### src/core/read_throttle_pkg.sv
package read_throttle_pkg;
   // Register map, byte addresses on a 32-bit APB
   localparam logic [7:0] CTRL_LO_ADDR = 8'hD8;
   localparam logic [7:0] CTRL_HI_ADDR = 8'hDC;
   localparam logic [7:0] SAMPLE_WIN_ADDR = 8'hE0;
   localparam logic [7:0] STATUS_ADDR = 8'hE4;
   // Control field positions (64-bit register)
   localparam int GO_BIT = 0;
   localparam int SEL_LSB = 1;
   localparam int CAP_LSB = 3;
   localparam int WIN_LSB = 15;
   localparam int DUR_LSB = 22;
   localparam int TRIG_LSB = 28;
   localparam int TRIG_SHIFT = 15;
   localparam int WIN_PAD = 4;
   localparam logic [63:0] CTRL_RESET = 64'h0000000000000000;
   localparam logic [63:0] CTRL_WMASK = 64'h000001FFFFFFFFFF;
   localparam logic [31:0] SAMPLE_WIN_RESET = 32'h00000000;
   localparam logic [1:0] SEL_OFF = 2'h0;
   localparam logic [1:0] SEL_COUNTER = 2'h2;

   // Zero-extend the 13-bit threshold before it is shifted up
   function automatic logic [28:0] widen13(input logic [12:0] v);
      return {16'h0000, v};
   endfunction
endpackage

### src/core/window_timer.sv
`timescale 1ns/100ps
// Repeating window timer; pulses done at end of each window
module window_timer
   import read_throttle_pkg::*;
(
   input wire logic pclk,
   input wire logic presetn,
   input wire logic run,
   input wire logic [31:0] length,
   output logic done
);
   logic [31:0] cnt_reg;
   logic [31:0] cnt_next;

   // Count up to length-1, then wrap; length 0 ends every cycle
   always_comb begin
      cnt_next = cnt_reg;
      done = 1'b0;
      if (!run) begin
         cnt_next = 32'h00000000;
      end else if (cnt_reg + 32'h00000001 >= length) begin
         cnt_next = 32'h00000000;
         done = 1'b1;
      end else begin
         cnt_next = cnt_reg + 32'h00000001;
      end
   end

   always_ff @(posedge pclk or negedge presetn) begin
      if (!presetn) begin
         cnt_reg <= 32'h00000000;
      end else begin
         cnt_reg <= cnt_next;
      end
   end
endmodule

### src/core/dram_read_throttle.sv
`timescale 1ns/100ps
// Function
// Global trigger equals 13-bit threshold times two to the fifteenth.
// Counter throttling lasts duration-field count of global sampling windows.
// Monitor window length is window field with four zero bits appended.
// During throttling count hexwords per monitor window, restart each window.
// At per-window cap, block further reads until window ends.
// Per-window cap comes from 12-bit field, 0 to 4095.
// Mode 00 disables the global counter; 01 and 11 reserved.
// Mode 10 enables global counter starting timed throttling periods.
// Go bit cleared stops throttling and resets window and hexword counters.
// In mode 00, go bit set starts throttling until software clears it.
// Sampling window length from own register; global count restarts each.
// Traffic counted in hexwords of sixteen bytes.
module dram_read_throttle
   import read_throttle_pkg::*;
(
   input wire logic pclk,
   input wire logic presetn,
   input wire logic psel,
   input wire logic penable,
   input wire logic pwrite,
   input wire logic [7:0] paddr,
   input wire logic [31:0] pwdata,
   output logic [31:0] prdata,
   output logic pready,
   output logic pslverr,
   input wire logic rd_req,
   input wire logic rd_hexword,
   output logic rd_block,
   output logic throttling
);
   logic [63:0] ctrl_reg;
   logic [63:0] ctrl_next;
   logic [31:0] swin_reg;
   logic [31:0] swin_next;
   logic [31:0] prdata_reg;
   logic [31:0] prdata_next;
   logic [28:0] gcount_reg;
   logic [28:0] gcount_next;
   logic [5:0] dur_reg;
   logic [5:0] dur_next;
   logic [11:0] wcount_reg;
   logic [11:0] wcount_next;
   logic blocked_reg;
   logic blocked_next;
   logic active_reg;
   logic active_next;
   logic go;
   logic [1:0] sel;
   logic [11:0] cap;
   logic [10:0] mwin_len;
   logic [5:0] duration;
   logic [28:0] trigger;
   logic gwin_done;
   logic mwin_done;
   logic mwin_run;
   logic hit_trigger;
   logic access;
   logic wr;

   // Field decode
   assign go = ctrl_reg[GO_BIT];
   assign sel = ctrl_reg[SEL_LSB +: 2];
   assign cap = ctrl_reg[CAP_LSB +: 12];
   assign mwin_len = {ctrl_reg[WIN_LSB +: 7], 4'h0};
   assign duration = ctrl_reg[DUR_LSB +: 6];
   assign trigger = widen13(ctrl_reg[TRIG_LSB +: 13]) << TRIG_SHIFT;

   // APB handshake: zero wait states, never an error
   assign access = psel && penable;
   assign wr = access && pwrite;
   assign pready = 1'b1;
   assign pslverr = 1'b0;
   assign prdata = prdata_reg;

   // Global sampling window timer runs only in counter mode
   window_timer global_timer (
      .pclk(pclk),
      .presetn(presetn),
      .run(go && sel == SEL_COUNTER),
      .length(swin_reg),
      .done(gwin_done)
   );

   // Monitor window timer runs while throttling is in effect
   assign mwin_run = active_reg;
   window_timer monitor_timer (
      .pclk(pclk),
      .presetn(presetn),
      .run(mwin_run),
      .length({21'h000000, mwin_len}),
      .done(mwin_done)
   );

   // Register writes and read data
   always_comb begin
      ctrl_next = ctrl_reg;
      swin_next = swin_reg;
      prdata_next = prdata_reg;
      if (wr) begin
         case (paddr)
            CTRL_LO_ADDR: ctrl_next[31:0] = pwdata & CTRL_WMASK[31:0];
            CTRL_HI_ADDR: ctrl_next[63:32] = pwdata & CTRL_WMASK[63:32];
            SAMPLE_WIN_ADDR: swin_next = pwdata;
            default: ;
         endcase
      end
      // Read data latched in setup so it stands through the access phase
      if (psel && !penable && !pwrite) begin
         case (paddr)
            CTRL_LO_ADDR: prdata_next = ctrl_reg[31:0];
            CTRL_HI_ADDR: prdata_next = ctrl_reg[63:32];
            SAMPLE_WIN_ADDR: prdata_next = swin_reg;
            STATUS_ADDR: prdata_next = {18'h00000, blocked_reg, active_reg,
                                        wcount_reg};
            default: prdata_next = 32'h00000000;
         endcase
      end
   end

   // Throttling state: global trigger, duration, per-window count
   always_comb begin
      gcount_next = gcount_reg;
      dur_next = dur_reg;
      wcount_next = wcount_reg;
      blocked_next = blocked_reg;
      active_next = active_reg;
      hit_trigger = 1'b0;
      if (!go || sel[0]) begin
         // Stop and clear window and hexword counters
         active_next = 1'b0;
         wcount_next = 12'h000;
         blocked_next = 1'b0;
         gcount_next = 29'h00000000;
         dur_next = 6'h00;
      end else begin
         if (sel == SEL_COUNTER) begin
            // count hexwords per sampling window
            if (gwin_done) begin
               gcount_next = 29'h00000000;
            end else if (rd_hexword && gcount_reg != {29{1'b1}}) begin
               gcount_next = gcount_reg + 29'h00000001;
            end
            hit_trigger = rd_hexword && !active_reg &&
                          gcount_reg + 29'h00000001 >= trigger;
            if (hit_trigger) begin
               active_next = duration != 6'h00;
               dur_next = duration;
            end else if (active_reg && gwin_done) begin
               if (dur_reg <= 6'h01) begin
                  active_next = 1'b0;
               end
               dur_next = dur_reg - 6'h01;
            end
         end else begin
            // Mode 00: software start, global counter held idle
            gcount_next = 29'h00000000;
            dur_next = 6'h00;
            active_next = 1'b1;
         end
         // per monitor window count and block
         if (!active_reg || mwin_done) begin
            wcount_next = 12'h000;
            blocked_next = 1'b0;
         end else begin
            if (rd_hexword && !blocked_reg) begin
               wcount_next = wcount_reg + 12'h001;
            end
            if (wcount_next >= cap) begin
               blocked_next = 1'b1;
            end
         end
      end
   end

   always_ff @(posedge pclk or negedge presetn) begin
      if (!presetn) begin
         ctrl_reg <= CTRL_RESET;
         swin_reg <= SAMPLE_WIN_RESET;
         prdata_reg <= 32'h00000000;
         gcount_reg <= 29'h00000000;
         dur_reg <= 6'h00;
         wcount_reg <= 12'h000;
         blocked_reg <= 1'b0;
         active_reg <= 1'b0;
      end else begin
         ctrl_reg <= ctrl_next;
         swin_reg <= swin_next;
         prdata_reg <= prdata_next;
         gcount_reg <= gcount_next;
         dur_reg <= dur_next;
         wcount_reg <= wcount_next;
         blocked_reg <= blocked_next;
         active_reg <= active_next;
      end
   end

   // Hold off read requests while capped
   assign rd_block = blocked_reg && rd_req;
   assign throttling = active_reg;

   // Go clear stops throttling and clears the window count
   a_go_clear_stops: assert property (@(posedge pclk)
      disable iff (!presetn)
      !go |=> !active_reg && wcount_reg == 12'h000)
      else $error("throttling not stopped with go clear");

   // Reserved modes keep throttling off
   a_mode_off_idle: assert property (@(posedge pclk)
      disable iff (!presetn)
      sel[0] |=> !active_reg)
      else $error("throttling active in reserved mode");

   // Mode 00 with go set forces throttling on
   a_direct_go_on: assert property (@(posedge pclk)
      disable iff (!presetn)
      go && sel == SEL_OFF |=> active_reg)
      else $error("go did not start direct throttling");

   // Cap reached inside a window sets the block
   a_block_at_cap: assert property (@(posedge pclk)
      disable iff (!presetn)
      active_reg && !mwin_done && wcount_next >= cap && go && !sel[0]
      |=> blocked_reg)
      else $error("cap reached but reads not blocked");

   // Window end clears block and count
   a_block_window_end: assert property (@(posedge pclk)
      disable iff (!presetn)
      mwin_done |=> !blocked_reg && wcount_reg == 12'h000)
      else $error("window end did not restart count");

   // Each passed hexword bumps the window count
   a_count_hexword: assert property (@(posedge pclk)
      disable iff (!presetn)
      active_reg && go && !sel[0] && !mwin_done && rd_hexword
      && !blocked_reg |=> wcount_reg == $past(wcount_reg) + 12'h001)
      else $error("hexword not counted");

   // Trigger starts a period of the programmed length
   a_trigger_start: assert property (@(posedge pclk)
      disable iff (!presetn)
      hit_trigger && duration != 6'h00 |=> active_reg
      && dur_reg == $past(duration))
      else $error("trigger did not start throttling");

   // Sampling window end restarts the global count
   a_gwin_restart: assert property (@(posedge pclk)
      disable iff (!presetn)
      gwin_done |=> gcount_reg == 29'h00000000)
      else $error("global count not restarted");

   // No hold-off unless capped
   a_block_out: assert property (@(posedge pclk)
      disable iff (!presetn)
      rd_req && !blocked_reg |-> !rd_block)
      else $error("read blocked while not capped");

   // Capped state holds off every request
   a_block_gate: assert property (@(posedge pclk)
      disable iff (!presetn)
      rd_req && blocked_reg |-> rd_block)
      else $error("request passed while capped");

   // Window count stays clear outside throttling
   a_no_count_idle: assert property (@(posedge pclk)
      disable iff (!presetn)
      !active_reg |=> wcount_reg == 12'h000)
      else $error("window count moved while idle");

   // Global count idle outside counter mode
   a_gcount_idle: assert property (@(posedge pclk)
      disable iff (!presetn)
      !(go && sel == SEL_COUNTER) |=> gcount_reg == 29'h00000000)
      else $error("global count moved outside counter mode");

   // Global count steps one per hexword
   a_hexword_step: assert property (@(posedge pclk)
      disable iff (!presetn)
      go && sel == SEL_COUNTER && !gwin_done && rd_hexword
      && gcount_reg != {29{1'b1}}
      |=> gcount_reg == $past(gcount_reg) + 29'h00000001)
      else $error("global hexword not counted");

   // Zero duration gives no throttling period
   a_dur_zero_none: assert property (@(posedge pclk)
      disable iff (!presetn)
      hit_trigger && duration == 6'h00 |=> !active_reg)
      else $error("zero duration started throttling");

   // Last sampling window of a period ends it
   a_period_end: assert property (@(posedge pclk)
      disable iff (!presetn)
      go && sel == SEL_COUNTER && active_reg && gwin_done
      && dur_reg <= 6'h01 |=> !active_reg)
      else $error("throttling period overran");

   // Block holds until the window ends
   a_blocked_hold: assert property (@(posedge pclk)
      disable iff (!presetn)
      blocked_reg && active_reg && go && !sel[0] && !mwin_done
      |=> blocked_reg)
      else $error("block released inside window");
endmodule

### config.mk
export PLATFORM = sky130hd
export DESIGN_NAME = dram_read_throttle
export DESIGN_NICKNAME = d
export VERILOG_FILES = /design/src/core/read_throttle_pkg.sv /design/src/core/window_timer.sv /design/src/core/dram_read_throttle.sv
export SDC_FILE = /design/constraint.sdc
export NUM_CORES = 1
export LEC_CHECK = 0
export ABC_AREA = 1
export CORE_UTILIZATION = 55
export CTS_BUF_LIST = sky130_fd_sc_hd__clkbuf_8
export CTS_CLUSTER_DIAMETER = 200
export DETAILED_ROUTE_END_ITERATION = 8
export DONT_BUFFER_PORTS = 1
export PLACE_DENSITY_LB_ADDON = 0.05
export SLEW_MARGIN = 10
export SYNTH_ARGS = -nofsm -noshare
export SYNTH_HDL_FRONTEND = slang
export SYNTH_SLANG_ARGS = --single-unit
### constraint.sdc
create_clock -name pclk -period 3.11 [get_ports pclk]
set_input_delay 0.311 -clock pclk [delete_from_list [all_inputs] [get_ports pclk]]
set_output_delay 0.311 -clock pclk [all_outputs]
set_load 0.1 [all_outputs]
# --- After elaboration in Yosys (flattened, before gate mapping) ---
# Index checks and enable logic that the tools add are counted.
totals:
  ram_bits: 0
  word_cells: 84
  mem_count: 0
  romBits: 0
  ff_bits: 218
  in_bits: 47
  out_inout_bits: 36
  latch_bits: 0
classes:
  n_mul: 0
  bitwise: 0
  n_mux: 30
  n_div: 0
  n_lt_le_gt_ge: 5
  n_shift: 0
  n_reduce_logical: 24
  n_addsub: 5
  n_eq_ne: 9
ops:
  columns: ["cell", "count"]
  rows:
  - ["32-bit 2-to-1 mux", 4]
  - ["32-bit case mux with 4 select lines", 1]
  - ["29-bit 2-to-1 mux", 4]
  - ["32-bit by 1-bit adder with 32-bit output, second input constant", 2]
  - ["12-bit 2-to-1 mux", 5]
  - ["8-bit == test, second input constant", 4]
  - ["32-bit by 11-bit >= comparator with 1-bit output", 1]
  - ["32-bit >= comparator", 1]
  - ["29-bit by 1-bit adder with 29-bit output, second input constant", 1]
  - ["29-bit by 28-bit >= comparator with 1-bit output", 1]
  - ["29-bit != test, second input constant", 1]
  - ["6-bit 2-to-1 mux", 4]
  - ["12-bit by 1-bit adder with 12-bit output, second input constant", 1]
  - ["12-bit >= comparator", 1]
  - ["1-bit 2-to-1 mux", 12]
  - ["1-bit logical AND", 11]
  - ["4-bit by 2-bit != test with 1-bit output, second input constant", 2]
  - ["2-bit AND reduction", 4]
  - ["6-bit by 1-bit less-or-equal comparator with 1-bit output, second input constant", 1]
  - ["6-bit nonzero test", 1]
  - ["6-bit by 1-bit subtractor with 6-bit output, second input constant", 1]
  - ["1-bit logical NOT", 5]
  - ["4-bit by 3-bit != test with 1-bit output, second input constant", 1]
  - ["3-bit nonzero test", 1]
  - ["2 further kinds", 3]

# --- Logic depth before layout (Yosys ltp) ---
depth:
  word_depth: 11
  mapped_depth: 26
  ltp_nobuf: 26

# --- Hierarchy ---
# A second synthesis with hierarchy kept.
hier_totals:
  cells_unflattened: 1858
  hier_area_um2: 14219.9
modules_own_cells:
  columns: ["module", "area_each_um2", "seq_area_each_um2", "cells_per_inst", "n_inst"]
  rows:
  - ["dram_read_throttle", 8171.6, 3853.7, 970, 1]
  - ["window_timer", 3024.2, 800.8, 444, 2]

# --- Worst setup path after synthesis ---
# OpenSTA, ideal clock, no wires.
synth_path:
  path_kind: "reg-to-reg"
  start: "reg global_timer.cnt_reg[0]"
  end: "reg global_timer.cnt_reg[11]"
  period_less_slack_ns: 3.385
  path_stages_with_launch: 23
  slack_ns: -0.275
  path_buffers: 2
  t_arrival_ns: 3.262
  t_required_ns: 2.987
  setup_time_ns: 0.123
  cell_sequence: "dfrtp_1 > and3_1 > nand3_1 > inv_1 > nand3_1 > inv_1 > nand3_1 > nor3_1 > nand3_1 > xor2_1 > inv_1 > ha_1 > nand2_1 > nor2_1 > nand2_1 > nor4_1 > nand4_1 > nand3_1 > nor2_1 > inv_1 > buf_2 > buf_2 > nor2_1"
synth_via:
  elab_chain_len: 4
synth_lines:
  columns: ["element", "line_no", "text"]
  rows:
  - ["from (decl)", "window_timer.sv:12", "logic [31:0] cnt_reg;"]
  - ["from (signal assigned)", "window_timer.sv:33", "cnt_reg <= cnt_next;"]
  - ["32-bit by 1-bit adder with 32-bit output *", "window_timer.sv:21, window_timer.sv:25", null]
  - ["32-bit >= comparator", "window_timer.sv:21", "end else if (cnt_reg + 32'h00000001 >= length) begin"]
  - ["32-bit 2-to-1 mux *", "window_timer.sv:21", null]
  - ["32-bit 2-to-1 mux *", "window_timer.sv:19", "if (!run) begin"]
  - ["named net global_timer.cnt_next[11]", "window_timer.sv:13", "logic [31:0] cnt_next;"]
# Mark *: on every way through the listed nets, which the timed path passes. The rest lies on a longest branch.
# A chain may end at the register's enable or synchronous reset.

# --- Worst setup path in the final report ---
layout_path:
  start: "reg global_timer.cnt_reg[0]"
  end: "reg gcount_reg[23]"
layout_via:
  elab_chain_len: 7
  elab_cells_between_ends: 8
  classes_between: "add/sub: 1; order compare: 1; eq/ne: 1; mux: 5"
layout_lines:
  columns: ["element", "line_no", "text"]
  rows:
  - ["32-bit by 1-bit adder with 32-bit output *", "window_timer.sv:21", null]
  - ["32-bit >= comparator *", "window_timer.sv:21", null]
  - ["1-bit 2-to-1 mux *", "window_timer.sv:21", null]
  - ["1-bit 2-to-1 mux *", "window_timer.sv:19", null]
  - ["29-bit 2-to-1 mux", "dram_read_throttle.sv:140", "if (gwin_done) begin"]
  - ["29-bit 2-to-1 mux", "dram_read_throttle.sv:138", "if (sel == SEL_COUNTER) begin"]
  - ["29-bit 2-to-1 mux", "dram_read_throttle.sv:130", "if (!go || sel[0]) begin"]
  - ["to (signal assigned)", "dram_read_throttle.sv:191", "gcount_reg <= gcount_next;"]
  - ["to (decl)", "dram_read_throttle.sv:39", "logic [28:0] gcount_reg;"]
# Mark *: on every way between the ends. The rest lies on a longest branch, timed or not.

==> metrics.txt <==
Synth Area per Inst=7.76 um^2; initial antenna violation count=0; Layout Nets=1986; Relative slew margins=between 30% and 40%; Clock transition at path regs=approximately 0.060 ns; Num Clock Sinks=approximately 220; DRT Pass-1 Iters=5; Worst Hold Class=in -> async; DR iter-0 viols=730; CP Max Fanout=12; worst path required time=3.56 ns; sequential element share of the synthesized area=42.6%; Slowest cell on crit path=dfrtp_1; fin crit share=127%; PD cells=between 300 and 400 nW/um^2; largest net degree at the start of global routing=around 220; area grow syn2layout=25.0%; layout cells sized above 1=roughly 20%; Worst VDD drop=427 uV; Overall Power=a little over 0.006 W; RSZ-0062 raised after global routing=yes; Ys Warns=0; All-Layer GR Usage=approximately 30%; skew final=between 0.02 and 0.03 ns; critical path class=reg -> reg; Final GP Congestion=approximately 0.91; hold slack=-0.519 ns; pre-CTS setup slack=-0.671 ns; std cell rows=55; max-slew violations=0; number of distinct library cells after synthesis=51; Final Worst Setup Slack=-0.827 ns; Max Clock Freq=around 0.25 GHz; # diodes=0; max capacitance violation total=0; cts hold-fix bufs=32; via/cell ratio=about 5.2; Crit path arrival time=4.39 ns; Final min period=about 4 ns; wire per inst=between 15 and 20 um; violated checks=negative hold slack, negative setup slack; post-synthesis cell count=~1700; global-route wire length before repair=approximately 56000 um; Core Area=22700 um^2; status=finished with violations; most used cell, CP=nor2_1; chip height=between 150 and 200 um; Final ANT Viol Nets=0; port bufs=0; drt total wl=33900 um; worst skew pair latency=0.54 ns; IO Pins=83; Leak Pwr=approximately 8 nW; CP peak stage delay=about 0.38 ns; CP startpoint kind=register; max FFs per register=41; DRC errors left=0; die area=around 24000 um^2; die width=about 150 um; vias in the first global route=approximately 11000; TritonCTS clock tree=yes; CP Capture Type=register; Seq cells post-synth=between 200 and 250; post-DP HPWL=between 20000 and 25000 um; final hold violation count=approximately 220; vias post-DR=roughly 11000; Syn Std Cell Area=around 13000 um^2; GRT overflow=0; root buffer cell=clkbuf_8; number of H-tree levels=2; Starting Density=~56%; setup violators final=68; CTS buffer count=39; clk buf depth=3; worst slew pin tran=~0.93 ns
layout make-up:
type / instances / area (um^2)
clock buffers: 56 / 771
clock inverters: 15 / 116
fillers: 1872 / 6700
inverters: 266 / 1000
multi-input cells: 1146 / 6600
flip-flops and latches: 218 / 5460
well taps: 285 / 357
repair buffers: 197 / 1720
critical path, delay by kind of cell, from the launching register on:
| family | cells | cell delay [ns] |
|---|---|---|
| buffers and inverters | 8 | 0.88 |
| AOI/OAI and AO/OA | 4 | 0.54 |
| and+or+nand+nor | 14 | 1.65 |
| adders and majority gates | 2 | 0.42 |
| DFF | 1 | 0.38 |
path summary, 6_finish.rpt:
path	startpoint	to	slack (ns)	cells past startpoint
setup / recovery	global_timer.cnt_reg[0]	gcount_reg[23]	-0.83	28
hold / removal	presetn	monitor_timer.cnt_reg[7]	-0.52	0
setup reg to reg	global_timer.cnt_reg[0]	gcount_reg[23]	-0.83	28
hold reg to reg	swin_reg[3]	swin_reg[3]	0.48	2
max in group asynchronous	presetn	gcount_reg[16]	3.23	0
min in group pclk	pwdata[21]	swin_reg[21]	0.03	2
metal layers:
metal / GRT usage (%) / up-vias / wire [um]
li1: - / 5649 / -
met1: 40.5 / 5346 / 15700
met2: 47.3 / 285 / 15800
met3: 3.64 / 60 / 1580
met4: 9.76 / 0 / 814
met5: 0 / - / 0
cells in the mapped netlist (all sizes together):
master / number / share of area [%]
clkbuf: 30 / 0.88
ha: 71 / 6.9
a21o: 3 / 0.18
o21bai: 2 / 0.12
conb: 2 / 0.059
o211a: 1 / 0.078
and3: 2 / 0.098
buf: 12 / 0.71
nor3: 28 / 1.2
o311ai: 1 / 0.068
o21ai: 110 / 4.3
nand4: 32 / 1.7
clkinv: 1 / 0.029
inv: 265 / 7.8
dfrtp: 218 / 43
nor2: 185 / 6.9
o221ai: 1 / 0.068
a211oi: 1 / 0.059
o211ai: 1 / 0.059
a31oi: 2 / 0.098
xor2: 56 / 3.8
nand3b: 3 / 0.21
o21a: 4 / 0.23
nand2: 424 / 13
nor4b: 2 / 0.14
o22ai: 35 / 1.7
xnor2: 17 / 1.2
a211o: 1 / 0.068
a21oi: 56 / 2.2
a31o: 1 / 0.068
nor4: 9 / 0.65
or2: 10 / 0.49
a221oi: 1 / 0.068
nand3: 64 / 2.7
cells by family (layout without fill, tap and decap cells):
logic type,count (synthesis),in the layout,share of synthesized area (%)
flip-flops,218,218,42.6
other,2,23,0.0586
adder cells (fa/ha/maj),71,71,6.93
buffers and inverters,308,534,9.39
AND/OR/NAND/NOR,759,759,26.7
AO/OA/AOI/OAI,220,220,9.39
XOR/XNOR,73,73,4.99
stage by stage:
stage	utilization, %	cell area (um^2)	std cells	TNS, ns	hold slack, ns
floorplan	-	13000	1672	-0.480	0.0154
detailed placement	62.5	14200	2049	-43.64	0.0224
global route	70.5	16000	2183	-64.03	-0.543
finish	70.5	16000	2183	-48.26	-0.519
global placement	62.5	14200	2049	-42.45	0.0207
CTS	70.0	15900	2180	-31.89	-0.551
cells in the final DEF (no fill, tap or decap), types with 4 or more instances in the layout:
cell type      synthesis  layout
nand2_2                7      16
buf_4                  7     147
nand4_1               30      30
dlygate4sd3_1          0      32
buf_6                  0       9
inv_2                  6       8
conb_1                 2      23
or2_2                 10      10
o21a_1                 4       4
xnor2_1               17      17
nor4_1                 6       4
clkbuf_8               0      56
nor3_1                26      22
a21oi_1               55      55
clkinv_2               0       6
nand3_1               60      54
ha_1                  71      68
nand3_2                4       9
o21ai_0              107     104
buf_12                 1       4
o22ai_1               35      35
dfrtp_1              218     218
nor2_1               149     112
inv_1                259     263
nand2_1              416     406
nor2_2                16      40
nor2_4                20      33
xor2_1                56      54
what timing repair did:
item                                    4_1_cts  5_1_grt
pin swaps                                    17       12
endpoints found under the hold margin       290      218
buffers inserted                             25        6
gates resized for setup                      58       36
endpoints found under the setup margin       68       72
cloned                                        4        1
report_power, final:
| part | leakage (nW) | switching (W) | internal (W) |
|---|---|---|---|
| clock | 0.492 | 0.00123 | 0.00176 |
| sequential | 2.99 | 0.0000247 | 0.00287 |
| combinational | 4.44 | 0.000184 | 0.000131 |
| total | 7.92 | 0.00144 | 0.00476 |
Note: power is estimated with default switching activity, not from simulation.
